===== src/rtl/amp_pkg.sv =====
// Contract
// - Circular length from low size register only
// - Circular update only when enable bit set
// - All operations accepted under single repeat
// - Post-increment adds one, no memory access
// - Fused update and multiply in one cycle
// - Opcode 10000010 decodes multiply-plus-modify
// - Opcode 10000011 decodes multiply-accumulate-plus-modify
// - Aux update uses x operand addressing field
// - Multiplier inputs y and coefficient, 17 bits
// - Unsigned qualifier zero-extends input
// - Otherwise extend by sign-extension mode
// - Fractional mode shifts product left one
// - Multiply overflow saturation by control bit
// - Product sign-extended from 32 to 40
// - Plain accumulate adds source accumulator
// - Shifted accumulate uses source arithmetic-shifted sixteen
// - Rounding only with qualifier, per mode
// - Overflow width per mode, sets flag
// - Saturate on overflow only when enabled
// - Wide keyword forces wide mode locally
// - Coefficient external address raises bus error
// - Modify-only forms leave multiplier idle
package amp_pkg;
  localparam logic [7:0] OP_MPY = 8'h82;
  localparam logic [7:0] OP_MAC = 8'h83;
  localparam logic [7:0] OP_MACS = 8'h84;
  localparam logic [7:0] OP_MAR = 8'hB4;
  localparam int ACC_W = 40;
  localparam int AR_W = 16;
  localparam int EXT_W = 17;
  localparam int RND_BIT = 15;
  localparam logic [1:0] MOD_POST_INC = 2'h1;
  localparam logic [1:0] MOD_POST_DEC = 2'h2;
  localparam logic [1:0] MOD_NONE = 2'h0;
  localparam logic [39:0] ACC_RST = 40'h00_0000_0000;
  localparam logic [15:0] AR_RST = 16'h0000;
  localparam logic [39:0] SAT32_POS = 40'h00_7FFF_FFFF;
  localparam logic [39:0] SAT32_NEG = 40'hFF_8000_0000;
  localparam logic [39:0] SAT40_POS = 40'h7F_FFFF_FFFF;
  localparam logic [39:0] SAT40_NEG = 40'h80_0000_0000;
  localparam logic [31:0] SAT_ON_MULTIPLY_POS = 32'h7FFF_FFFF;
  localparam logic [31:0] SAT_ON_MULTIPLY_TRIG = 32'h8000_0000;
  typedef enum logic [2:0] {
    AMP_IDLE = 3'b001,
    AMP_EXEC = 3'b010,
    AMP_ERR = 3'b100
  } amp_state_type;
endpackage


===== src/rtl/amp_core.sv =====
`timescale 1ns/1ps
module amp_core
  import amp_pkg::*;
#(
  parameter int NUM_AR = 8,
  parameter int NUM_ACC = 4,
  parameter logic [23:0] INT_MEM_TOP = 24'h00_FFFF
)
(
  input wire logic CLK_IN,
  input wire logic RST_IN,
  input wire logic ISSUE_IN,
  input wire logic REPEAT_IN,
  input wire logic [31:0] OPCODE_IN,
  input wire logic [15:0] Y_DATA_IN,
  input wire logic [15:0] COEF_DATA_IN,
  input wire logic [23:0] COEF_ADDR_IN,
  input wire logic [15:0] STATUS_REG_TWO_IN,
  input wire logic [15:0] CIRC_SIZE_LOW_IN,
  input wire logic [15:0] CIRC_SIZE_HIGH_IN,
  input wire logic [15:0] CIRC_START_IN,
  input wire logic SIGN_EXT_MODE_IN,
  input wire logic FRACTIONAL_MODE_IN,
  input wire logic SAT_ON_MULTIPLY_IN,
  input wire logic ROUND_MODE_BIT_IN,
  input wire logic WIDE_OVERFLOW_MODE_IN,
  input wire logic SAT_D_UNIT_IN,
  input wire logic ACC_WR_IN,
  input wire logic [1:0] ACC_WR_SEL_IN,
  input wire logic [39:0] ACC_WR_DATA_IN,
  input wire logic AR_WR_IN,
  input wire logic [2:0] AR_WR_SEL_IN,
  input wire logic [15:0] AR_WR_DATA_IN,
  input wire logic [NUM_ACC-1:0] OVF_CLR_IN,
  input wire logic [1:0] ACC_RD_SEL_IN,
  input wire logic [2:0] AR_RD_SEL_IN,
  output logic [39:0] ACC_RD_OUT,
  output logic [15:0] AR_RD_OUT,
  output logic [NUM_ACC-1:0] ACC_OVERFLOW_FLAG_OUT,
  output logic BUS_ERROR_OUT,
  output logic DONE_OUT,
  output logic MULT_ACTIVE_OUT
);
  ////////////////////////////////////////////////////////////////
  logic [39:0] acc [NUM_ACC];
  logic [15:0] ar [NUM_AR];
  logic [NUM_ACC-1:0] ovf;
  amp_state_type state;
  amp_state_type next_state;

  // Decode fields
  wire [7:0] op = OPCODE_IN[31:24];
  wire is_mpy = (op == OP_MPY);
  wire is_mac = (op == OP_MAC);
  wire is_macs = (op == OP_MACS);
  wire is_mar = (op == OP_MAR);
  wire is_fused = is_mpy | is_mac | is_macs;
  wire legal = is_fused | is_mar;
  wire [2:0] x_reg = is_mar ? OPCODE_IN[23:21] : OPCODE_IN[23:21];
  wire [1:0] x_mod = is_mar ? OPCODE_IN[17:16] : OPCODE_IN[20:19];
  wire mac_off = is_fused & (OPCODE_IN[9:8] == 2'b00);
  wire uns_y = OPCODE_IN[7];
  wire uns_c = OPCODE_IN[6];
  wire [1:0] dst = OPCODE_IN[3:2];
  wire [1:0] src = OPCODE_IN[5:4];
  wire rnd_q = OPCODE_IN[1];
  wire wide_kw = OPCODE_IN[0];
  wire go = ISSUE_IN & (state != AMP_ERR) & legal;

  ////////////////////////////////////////////////////////////////
  // Address update
  wire [15:0] ar_cur = ar[x_reg];
  wire [15:0] step = (x_mod == MOD_POST_INC) ? 16'h0001 :
                     (x_mod == MOD_POST_DEC) ? 16'hFFFF : 16'h0000;
  wire circ_on = STATUS_REG_TWO_IN[x_reg];
  wire [15:0] lin_next = ar_cur + step;
  wire [15:0] circ_len = CIRC_SIZE_LOW_IN;
  wire [15:0] circ_off = ar_cur - CIRC_START_IN;
  wire [15:0] circ_top = (circ_len == 16'h0000) ? 16'h0000 : circ_len - 16'h0001;
  wire [15:0] circ_step = (x_mod == MOD_POST_INC) ?
                          ((circ_off >= circ_top) ? 16'h0000 : circ_off + 16'h0001) :
                          (x_mod == MOD_POST_DEC) ?
                          ((circ_off == 16'h0000) ? circ_top : circ_off - 16'h0001) :
                          circ_off;
  wire [15:0] circ_next = CIRC_START_IN + circ_step;
  wire [15:0] ar_new = circ_on ? circ_next : lin_next;
  wire unused_high = |CIRC_SIZE_HIGH_IN;

  ////////////////////////////////////////////////////////////////
  // Multiplier operand widening
  wire y_sx = ~uns_y & SIGN_EXT_MODE_IN & Y_DATA_IN[15];
  wire c_sx = ~uns_c & SIGN_EXT_MODE_IN & COEF_DATA_IN[15];
  wire signed [16:0] y_op = {y_sx, Y_DATA_IN};
  wire signed [16:0] c_op = {c_sx, COEF_DATA_IN};
  wire signed [33:0] prod_raw = y_op * c_op;
  wire [31:0] prod_shift = FRACTIONAL_MODE_IN ? {prod_raw[30:0], 1'b0} :
                           prod_raw[31:0];
  wire sat_on_multiply_hit = SAT_ON_MULTIPLY_IN & FRACTIONAL_MODE_IN & SIGN_EXT_MODE_IN &
                  (prod_shift == SAT_ON_MULTIPLY_TRIG) & ~uns_y & ~uns_c;
  wire [31:0] prod = sat_on_multiply_hit ? SAT_ON_MULTIPLY_POS : prod_shift;
  wire [39:0] prod_ext = {{8{prod[31]}}, prod};
  wire [39:0] src_val = acc[src];
  wire [39:0] src_shr = {{16{src_val[39]}}, src_val[39:16]};
  wire [39:0] addend = is_mpy ? ACC_RST : is_macs ? src_shr : src_val;
  wire [40:0] sum = {addend[39], addend} + {prod_ext[39], prod_ext};
  wire [40:0] rnd_add = rnd_q ? (ROUND_MODE_BIT_IN ? 41'h0_0000_8000 : 41'h0_0000_8000)
                              : 41'h0;
  wire [40:0] sum_r = sum + rnd_add;
  wire [40:0] sum_c = (rnd_q & ROUND_MODE_BIT_IN & (sum[15:0] == 16'h8000)) ?
                      {sum_r[40:17], 1'b0, 16'h0000} :
                      rnd_q ? {sum_r[40:16], 16'h0000} : sum_r;
  wire wide = WIDE_OVERFLOW_MODE_IN | wide_kw;
  wire ovf40 = sum_c[40] ^ sum_c[39];
  wire ovf32 = ~((sum_c[40:31] == 10'h000) | (sum_c[40:31] == 10'h3FF));
  wire ovf_hit = wide ? ovf40 : ovf32;
  wire neg = sum_c[40];
  wire [39:0] sat_val = wide ? (neg ? SAT40_NEG : SAT40_POS) :
                        (neg ? SAT32_NEG : SAT32_POS);
  wire [39:0] result = (ovf_hit & SAT_D_UNIT_IN) ? sat_val : sum_c[39:0];
  wire coef_ext = is_fused & ~mac_off & (COEF_ADDR_IN > INT_MEM_TOP);
  wire do_mul = go & is_fused & ~mac_off & ~coef_ext;

  ////////////////////////////////////////////////////////////////
  always_comb
  begin
    next_state = AMP_IDLE;
    unique case (state)
      AMP_IDLE, AMP_EXEC:
      begin
        if (ISSUE_IN & legal & coef_ext)
        begin
          next_state = AMP_ERR;
        end
        else if (go)
        begin
          next_state = AMP_EXEC;
        end
      end
      AMP_ERR: next_state = AMP_IDLE;
      default: next_state = AMP_IDLE;
    endcase
  end

  always_ff @(posedge CLK_IN or posedge RST_IN)
  begin
    if (RST_IN)
    begin
      state <= AMP_IDLE;
      DONE_OUT <= 1'b0;
      MULT_ACTIVE_OUT <= 1'b0;
      BUS_ERROR_OUT <= 1'b0;
    end
    else
    begin
      state <= next_state;
      DONE_OUT <= go & ~coef_ext;
      MULT_ACTIVE_OUT <= do_mul;
      BUS_ERROR_OUT <= ISSUE_IN & legal & coef_ext;
    end
  end

  genvar g;
  generate
    for (g = 0; g < NUM_AR; g++)
    begin : g_ar
      always_ff @(posedge CLK_IN or posedge RST_IN)
      begin
        if (RST_IN)
        begin
          ar[g] <= AR_RST;
        end
        else if (go & ~coef_ext & (x_reg == 3'(g)))
        begin
          ar[g] <= ar_new;
        end
        else if (AR_WR_IN & (AR_WR_SEL_IN == 3'(g)))
        begin
          ar[g] <= AR_WR_DATA_IN;
        end
      end
    end
    for (g = 0; g < NUM_ACC; g++)
    begin : g_acc
      always_ff @(posedge CLK_IN or posedge RST_IN)
      begin
        if (RST_IN)
        begin
          acc[g] <= ACC_RST;
          ovf[g] <= 1'b0;
        end
        else
        begin
          if (do_mul & (dst == 2'(g)))
          begin
            acc[g] <= result;
          end
          else if (ACC_WR_IN & (ACC_WR_SEL_IN == 2'(g)))
          begin
            acc[g] <= ACC_WR_DATA_IN;
          end
          if (do_mul & (dst == 2'(g)) & ovf_hit)
          begin
            ovf[g] <= 1'b1;
          end
          else if (OVF_CLR_IN[g])
          begin
            ovf[g] <= 1'b0;
          end
        end
      end
    end
  endgenerate

  always_ff @(posedge CLK_IN or posedge RST_IN)
  begin
    if (RST_IN)
    begin
      ACC_RD_OUT <= ACC_RST;
      AR_RD_OUT <= AR_RST;
    end
    else
    begin
      ACC_RD_OUT <= acc[ACC_RD_SEL_IN];
      AR_RD_OUT <= ar[AR_RD_SEL_IN];
    end
  end

  assign ACC_OVERFLOW_FLAG_OUT = ovf;

  ////////////////////////////////////////////////////////////////
  // Checks
  chk_one_cycle_done: assert property (@(posedge CLK_IN) disable iff (RST_IN)
    (go & ~coef_ext) |=> DONE_OUT)
    else $error("Operation did not finish in one cycle");
  chk_bus_err_blocks: assert property (@(posedge CLK_IN) disable iff (RST_IN)
    (ISSUE_IN & legal & coef_ext) |=> (BUS_ERROR_OUT & ~MULT_ACTIVE_OUT))
    else $error("External coefficient not flagged");
  chk_mar_no_mult: assert property (@(posedge CLK_IN) disable iff (RST_IN)
    (ISSUE_IN & is_mar) |=> ~MULT_ACTIVE_OUT)
    else $error("Multiplier ran on modify only");
  chk_linear_inc: assert property (@(posedge CLK_IN) disable iff (RST_IN)
    (go & ~coef_ext & ~circ_on & (x_mod == MOD_POST_INC) & ~AR_WR_IN) |=>
    (ar[$past(x_reg)] == $past(ar_cur) + 16'h0001))
    else $error("Post increment wrong");
  chk_circ_wrap: assert property (@(posedge CLK_IN) disable iff (RST_IN)
    (go & ~coef_ext & circ_on & (x_mod == MOD_POST_INC) & (circ_off == circ_top) &
     (circ_len != 16'h0000)) |=> (ar[$past(x_reg)] == $past(CIRC_START_IN)))
    else $error("Circular wrap wrong");
  chk_ovf_sets_flag: assert property (@(posedge CLK_IN) disable iff (RST_IN)
    (do_mul & ovf_hit) |=> ACC_OVERFLOW_FLAG_OUT[$past(dst)])
    else $error("Overflow flag not set");
  chk_sat_value: assert property (@(posedge CLK_IN) disable iff (RST_IN)
    (do_mul & ovf_hit & SAT_D_UNIT_IN & ~wide & ~neg & ~ACC_WR_IN) |=>
    (acc[$past(dst)] == SAT32_POS))
    else $error("Saturation value wrong");
  chk_mpy_replace: assert property (@(posedge CLK_IN) disable iff (RST_IN)
    (do_mul & is_mpy & ~rnd_q & ~ovf_hit & ~ACC_WR_IN) |=>
    (acc[$past(dst)] == $past(prod_ext)))
    else $error("Multiply did not replace accumulator");
  chk_frac_shift: assert property (@(posedge CLK_IN) disable iff (RST_IN)
    (FRACTIONAL_MODE_IN & ~sat_on_multiply_hit) |-> (prod[0] == 1'b0))
    else $error("Fractional shift missing");
  cov_mpy: cover property (@(posedge CLK_IN) disable iff (RST_IN) do_mul & is_mpy);
  cov_mac_shift: cover property (@(posedge CLK_IN) disable iff (RST_IN) do_mul & is_macs);
  cov_circ: cover property (@(posedge CLK_IN) disable iff (RST_IN) go & circ_on);
  cov_ovf: cover property (@(posedge CLK_IN) disable iff (RST_IN) do_mul & ovf_hit);
  cov_bus_err: cover property (@(posedge CLK_IN) disable iff (RST_IN) ISSUE_IN & legal & coef_ext);

  ////////////////////////////////////////////////////////////////
  // Issue and address checks

  chk_repeat_accept: assert property (@(posedge CLK_IN) disable iff (RST_IN)
    (go & ~coef_ext & REPEAT_IN) |=> DONE_OUT)
    else $error("Repeated issue not accepted");

  chk_mult_flag: assert property (@(posedge CLK_IN) disable iff (RST_IN)
    (go & is_fused & ~mac_off & ~coef_ext) |=> (MULT_ACTIVE_OUT & DONE_OUT))
    else $error("Fused multiply not done in one cycle");

  chk_mac_idle_ar: assert property (@(posedge CLK_IN) disable iff (RST_IN)
    (go & mac_off) |=> (~MULT_ACTIVE_OUT & DONE_OUT))
    else $error("Idle multiplier form misbehaved");

  chk_linear_dec: assert property (@(posedge CLK_IN) disable iff (RST_IN)
    (go & ~coef_ext & ~circ_on & (x_mod == MOD_POST_DEC)) |=>
    (ar[$past(x_reg)] == $past(ar_cur) - 16'h0001))
    else $error("Post decrement wrong");

  chk_no_mod_hold: assert property (@(posedge CLK_IN) disable iff (RST_IN)
    (go & ~coef_ext & (x_mod == MOD_NONE)) |=>
    (ar[$past(x_reg)] == $past(ar_cur)))
    else $error("Unmodified register changed");

  chk_err_no_update: assert property (@(posedge CLK_IN) disable iff (RST_IN)
    (ISSUE_IN & legal & coef_ext & ~AR_WR_IN) |=>
    (ar[$past(x_reg)] == $past(ar_cur)))
    else $error("Register changed on bus error");

  chk_err_ignores_next: assert property (@(posedge CLK_IN) disable iff (RST_IN)
    (state == AMP_ERR) |=> ~DONE_OUT)
    else $error("Issue after error accepted");

  chk_illegal_ignored: assert property (@(posedge CLK_IN) disable iff (RST_IN)
    (ISSUE_IN & ~legal) |=> (~DONE_OUT & ~BUS_ERROR_OUT))
    else $error("Illegal opcode acted on");

  ////////////////////////////////////////////////////////////////
  // Operand widening checks

  chk_uns_y_zero: assert property (@(posedge CLK_IN) disable iff (RST_IN)
    uns_y |-> ~y_op[16])
    else $error("Unsigned y operand not zero extended");

  chk_uns_c_zero: assert property (@(posedge CLK_IN) disable iff (RST_IN)
    uns_c |-> ~c_op[16])
    else $error("Unsigned coefficient not zero extended");

  chk_signed_ext: assert property (@(posedge CLK_IN) disable iff (RST_IN)
    (~uns_y & SIGN_EXT_MODE_IN) |-> (y_op[16] == Y_DATA_IN[15]))
    else $error("Signed y operand not sign extended");

  ////////////////////////////////////////////////////////////////
  // Accumulate, overflow and saturation checks

  chk_mac_sum: assert property (@(posedge CLK_IN) disable iff (RST_IN)
    (do_mul & is_mac & ~rnd_q & ~ovf_hit & ~ACC_WR_IN) |=>
    (acc[$past(dst)] == $past(src_val) + $past(prod_ext)))
    else $error("Accumulate sum wrong");

  chk_macs_sum: assert property (@(posedge CLK_IN) disable iff (RST_IN)
    (do_mul & is_macs & ~rnd_q & ~ovf_hit & ~ACC_WR_IN) |=>
    (acc[$past(dst)] == $past(src_shr) + $past(prod_ext)))
    else $error("Shifted accumulate sum wrong");

  chk_wide_kw: assert property (@(posedge CLK_IN) disable iff (RST_IN)
    (do_mul & wide_kw) |-> (ovf_hit == ovf40))
    else $error("Wide keyword not honoured");

  chk_sat_neg: assert property (@(posedge CLK_IN) disable iff (RST_IN)
    (do_mul & ovf_hit & SAT_D_UNIT_IN & ~wide & neg & ~ACC_WR_IN) |=>
    (acc[$past(dst)] == SAT32_NEG))
    else $error("Negative saturation value wrong");

  chk_flag_sticky: assert property (@(posedge CLK_IN) disable iff (RST_IN)
    (ACC_OVERFLOW_FLAG_OUT[0] & ~OVF_CLR_IN[0]) |=> ACC_OVERFLOW_FLAG_OUT[0])
    else $error("Overflow flag lost without clear");
endmodule


===== config.mk =====
export PLATFORM = sky130hd
export DESIGN_NAME = amp_core
export DESIGN_NICKNAME = d
export VERILOG_FILES = /design/src/rtl/amp_pkg.sv /design/src/rtl/amp_core.sv
export SDC_FILE = /design/constraint.sdc
export NUM_CORES = 2
export LEC_CHECK = 0
export BUFFER_PORTS_ARGS = -buffer_cell sky130_fd_sc_hd__buf_2
export CAP_MARGIN = 10
export CORE_ASPECT_RATIO = 1.2
export CORE_UTILIZATION = 40
export CTS_CLUSTER_DIAMETER = 40
export DETAILED_ROUTE_END_ITERATION = 8
export GPL_ROUTABILITY_DRIVEN = 0
export PLACE_DENSITY_LB_ADDON = 0.1
export SLEW_MARGIN = 20
export SYNTH_ARGS = -nofsm -noshare
export SYNTH_HDL_FRONTEND = slang
export SYNTH_SLANG_ARGS = --single-unit

===== constraint.sdc =====
create_clock -name CLK_IN -period 20.7 [get_ports CLK_IN]
set_clock_uncertainty 0.05 [all_clocks]
set_input_delay 1.035 -clock CLK_IN [delete_from_list [all_inputs] [get_ports CLK_IN]]
set_output_delay 1.035 -clock CLK_IN [all_outputs]
set_load 0.05 [all_outputs]

==> flow_summary.yaml <==
status:
  outcome: "finished, final reports clean"
global_routing:
  grt_max_degree: 122
  grt_pass1_vias: 31955
  grt_pass1_wl_mm: 193.4
  antenna_found_initial: 11
  grt_remaining_overflow: 0
  grt_usage_pct: 25.36
worst_setup_path:
  cp.required_ps: 21130
  worst_path_dominant_cell_family: "simple AND/OR/NAND/NOR gates"
  cpPeakStageDelay_ps: 970
  cpMostUsedCell: "fa_1"
  regToRegSetupSlack_ps: 11510
  reg2reg_depth: 34
  crit_buf_inv: 7
  cp-start-kind: "primary input"
  cp.depth: 47
  worstPathArrival_ps: 16470
  crit_path_end: "acc[23]"
  end_kind: "register"
  r2r-end: "ar[30]"
  reg2reg_from: "ar[49]"
  slowest_stage: "a2111oi_0"
  crit_fanout: 30
  crit_type: "primary input to register"
  startpoint: "SIGN_EXT_MODE_IN"
clock_tree:
  cts_buffers: 51
  path_clk_slew_ps: 60
  clock_latency_ps: 640
  post_cts_buffers: 0
  clock_path_buffers: 3
  cts_sinks: 354
  cts_tree: "yes"
  cts_root_buf: "clkbuf_16"
  cts-resized-gates: 0
  cts_hold_buf: 0
  h-tree-depth: 2
cells_and_area:
  synthToLayoutAreaGrowth_pct: 11.08
  final_layout_size_suffix_gt1_share_pct: 18.05
  final_nets: 4949
  multi_input_area_mm2: 0.02761
  seqCellArea_mm2: 0.008860
  fillerInstances: 9390
floorplanning:
  pin_count: 297
  dieWidth_um: 286.5
  rows: 124
  core_area_mm2: 0.09573
  start_util_pct: 40.59
  dieArea_mm2: 0.09839
  die-height_um: 343.4
route:
  vias_per_cell: 5.713
  wl_per_cell_um: 22.33
  drtIter0Drc: 2096
  wl_mm: 123.7
  vias: 31638
  drcViolationCount: 0
  firstDrtPassIters: 6
  ant_nets: 0
synthesis:
  synth_compound_area_share_pct: 14.25
  synth_top_family_by_area: "adder cells"
  synth-seq-cells: 354
  synthAdderAreaFrac_pct: 20.95
  ys.flop_type: "dfrtp_1"
  ys_seq_area_share_pct: 22.80
  synth_area_per_cell_um2: 9.426
  netlist_area_mm2: 0.03885
  synthSimpleGateAreaFrac_pct: 14.78
  synth.area.mux_share_pct: 17.49
  synth-async-reset-ratio_pct: 100.0
  synth_edf_count: 0
  syn_inst: 4122
  synth.distinct_cells: 92
  synth-xor-area-share_pct: 3.240
  yosysWarnings: 0
  syn_nets: 4835
placement:
  hpwl_mm: 88.73
  numPortBuffers: 248
timing:
  tightest_slew_ps: 1145
  finalSetupViolations: 0
  finalMaxSlewViolations: 0
  fmax_mhz: 62.33
  rsz0062_at_grt: "false"
  fin_crit_ps: 16040
  period_share_pct: 77.50
  final-hold-violation-count: 0
  relSlewSlack_pct: 23.45
  fin_tns_setup_ps: 0
job:
  maxCapViolCount: 0
min_path:
  hold_start: "ACC_OVERFLOW_FLAG_OUT[2]"
  hold_path.class: "register to register"
[worst min path at each step]
stage,endpoint,cells past startpoint
after floorplan,state[0],1
after global placement,ACC_OVERFLOW_FLAG_OUT[0],2
after detailed placement,ACC_OVERFLOW_FLAG_OUT[2],2
after CTS,ACC_OVERFLOW_FLAG_OUT[1],2
after global routing,ACC_OVERFLOW_FLAG_OUT[0],2
final,ACC_OVERFLOW_FLAG_OUT[2],2
[cell type report]
class / instances / area share [%]
well taps: 1260 / 3.653
clock inverters: 33 / 1.131
clock buffers: 61 / 3.206
repair buffers: 310 / 3.954
inverters: 406 / 3.548
flip-flops and latches: 354 / 20.53
multi-input cells: 3113 / 63.97
diodes: 1 / 0.005798
[tightest hold or removal path: cells and delay by family, from the launching register on]
family / cells / cell delay, ps
buf+inv: 1 / 50
flops: 1 / 380
compound gates: 1 / 60
[cells by family (layout without fill, tap and decap cells)]
logic type,after synthesis,count (layout)
xor gates and xnor gates,142,142
DFF,354,354
muxes,477,477
AOI/OAI and AO/OA,836,836
buffers and inverters,655,810
other,0,1
and+or+nand+nor,1179,1179
adders and majority gates,479,479
[layer usage]
layer	global-route usage, %	part of all wire (%)
met5	0	0.096
met4	7.230	2.8
met3	3.090	4.8
met2	41.87	47
met1	34.89	45
[cell usage in the layout (no fill, tap or decap), types with 15 or more instances in the layout]
master and count:
or2_2 23, o21a_1 36, a21o_1 38, or3_1 22, buf_4 62, o21ai_0 191, inv_1 403, nor3_1 36
a22oi_1 94, mux2_2 156, nor4_1 23, nor2b_1 26, mux2i_1 174, a21boi_0 15, nand2b_1 20, o22ai_1 15
xnor2_1 94, clkbuf_16 51, xor2_1 46, nor3b_1 15, o211ai_1 40, buf_2 248, nand3_1 48, nand4_1 22
o21bai_1 16, and2_1 150, nor2_1 203, dfrtp_1 353, and3_1 37, mux4_2 146, o21ai_1 23, ha_1 193
a31oi_1 34, fa_1 286, nand2_1 481, o311a_1 34, a21oi_1 157, a211oi_1 40
[cells in the mapped netlist, types with 18 or more instances]
master    number  area, µm²
a211oi_1      41      307.8
a21o_1        38      285.3
a21oi_1      158      790.8
a22oi_1       94      705.7
a31oi_1       34      212.7
and2_1       150      938.4
and3_1        37      231.5
buf_1         27      101.4
buf_2         20      100.1
clkbuf_1     195      732.0
dfrtp_1      353       8833
fa_1         286       5725
ha_1         193       2415
inv_1        404       1516
mux2_2       156       1757
mux2i_1      175       1752
mux4_2       146       3288
nand2_1      481       1805
nand2b_1      20      125.1
nand3_1       50      250.2
nand4_1       22      137.6
nor2_1       204      765.7
nor2b_1       26      162.7
nor3_1        39      195.2
nor3b_1       18      135.1
nor4_1        26      162.7
o211ai_1      40      300.3
o21a_1        36      270.3
o21ai_0      191      955.9
o21ai_1       23      115.1
o311a_1       34      340.3
or2_2         23      143.9
or3_1         22      137.6
xnor2_1       94      823.3
xor2_1        46      402.9
[stage by stage]
step	util, %	instance area (µm²)	worst slack [ps]	hold slack (ps)	std cells
final	45.09	43160	4657	483.4	5538
after global routing	45.08	43160	3700	511.9	5537
after CTS	45.08	43160	4841	482.2	5537
after detailed placement	43.13	41280	4294	471.6	5443
after global placement	43.13	41280	4356	464.3	5443
after floorplan	-	38850	7368	432.1	4122
[flip-flops by register name, summed over array words and instances (netlist names)]
register,cells
DONE_OUT,1
ar,128
state,3
AR_RD_OUT,16
acc,160
MULT_ACTIVE_OUT,1
ACC_OVERFLOW_FLAG_OUT,4
ACC_RD_OUT,40
BUS_ERROR_OUT,1
Power is not shown: default switching activity piles up to over one toggle a cycle in this logic, so the estimate is an artifact.
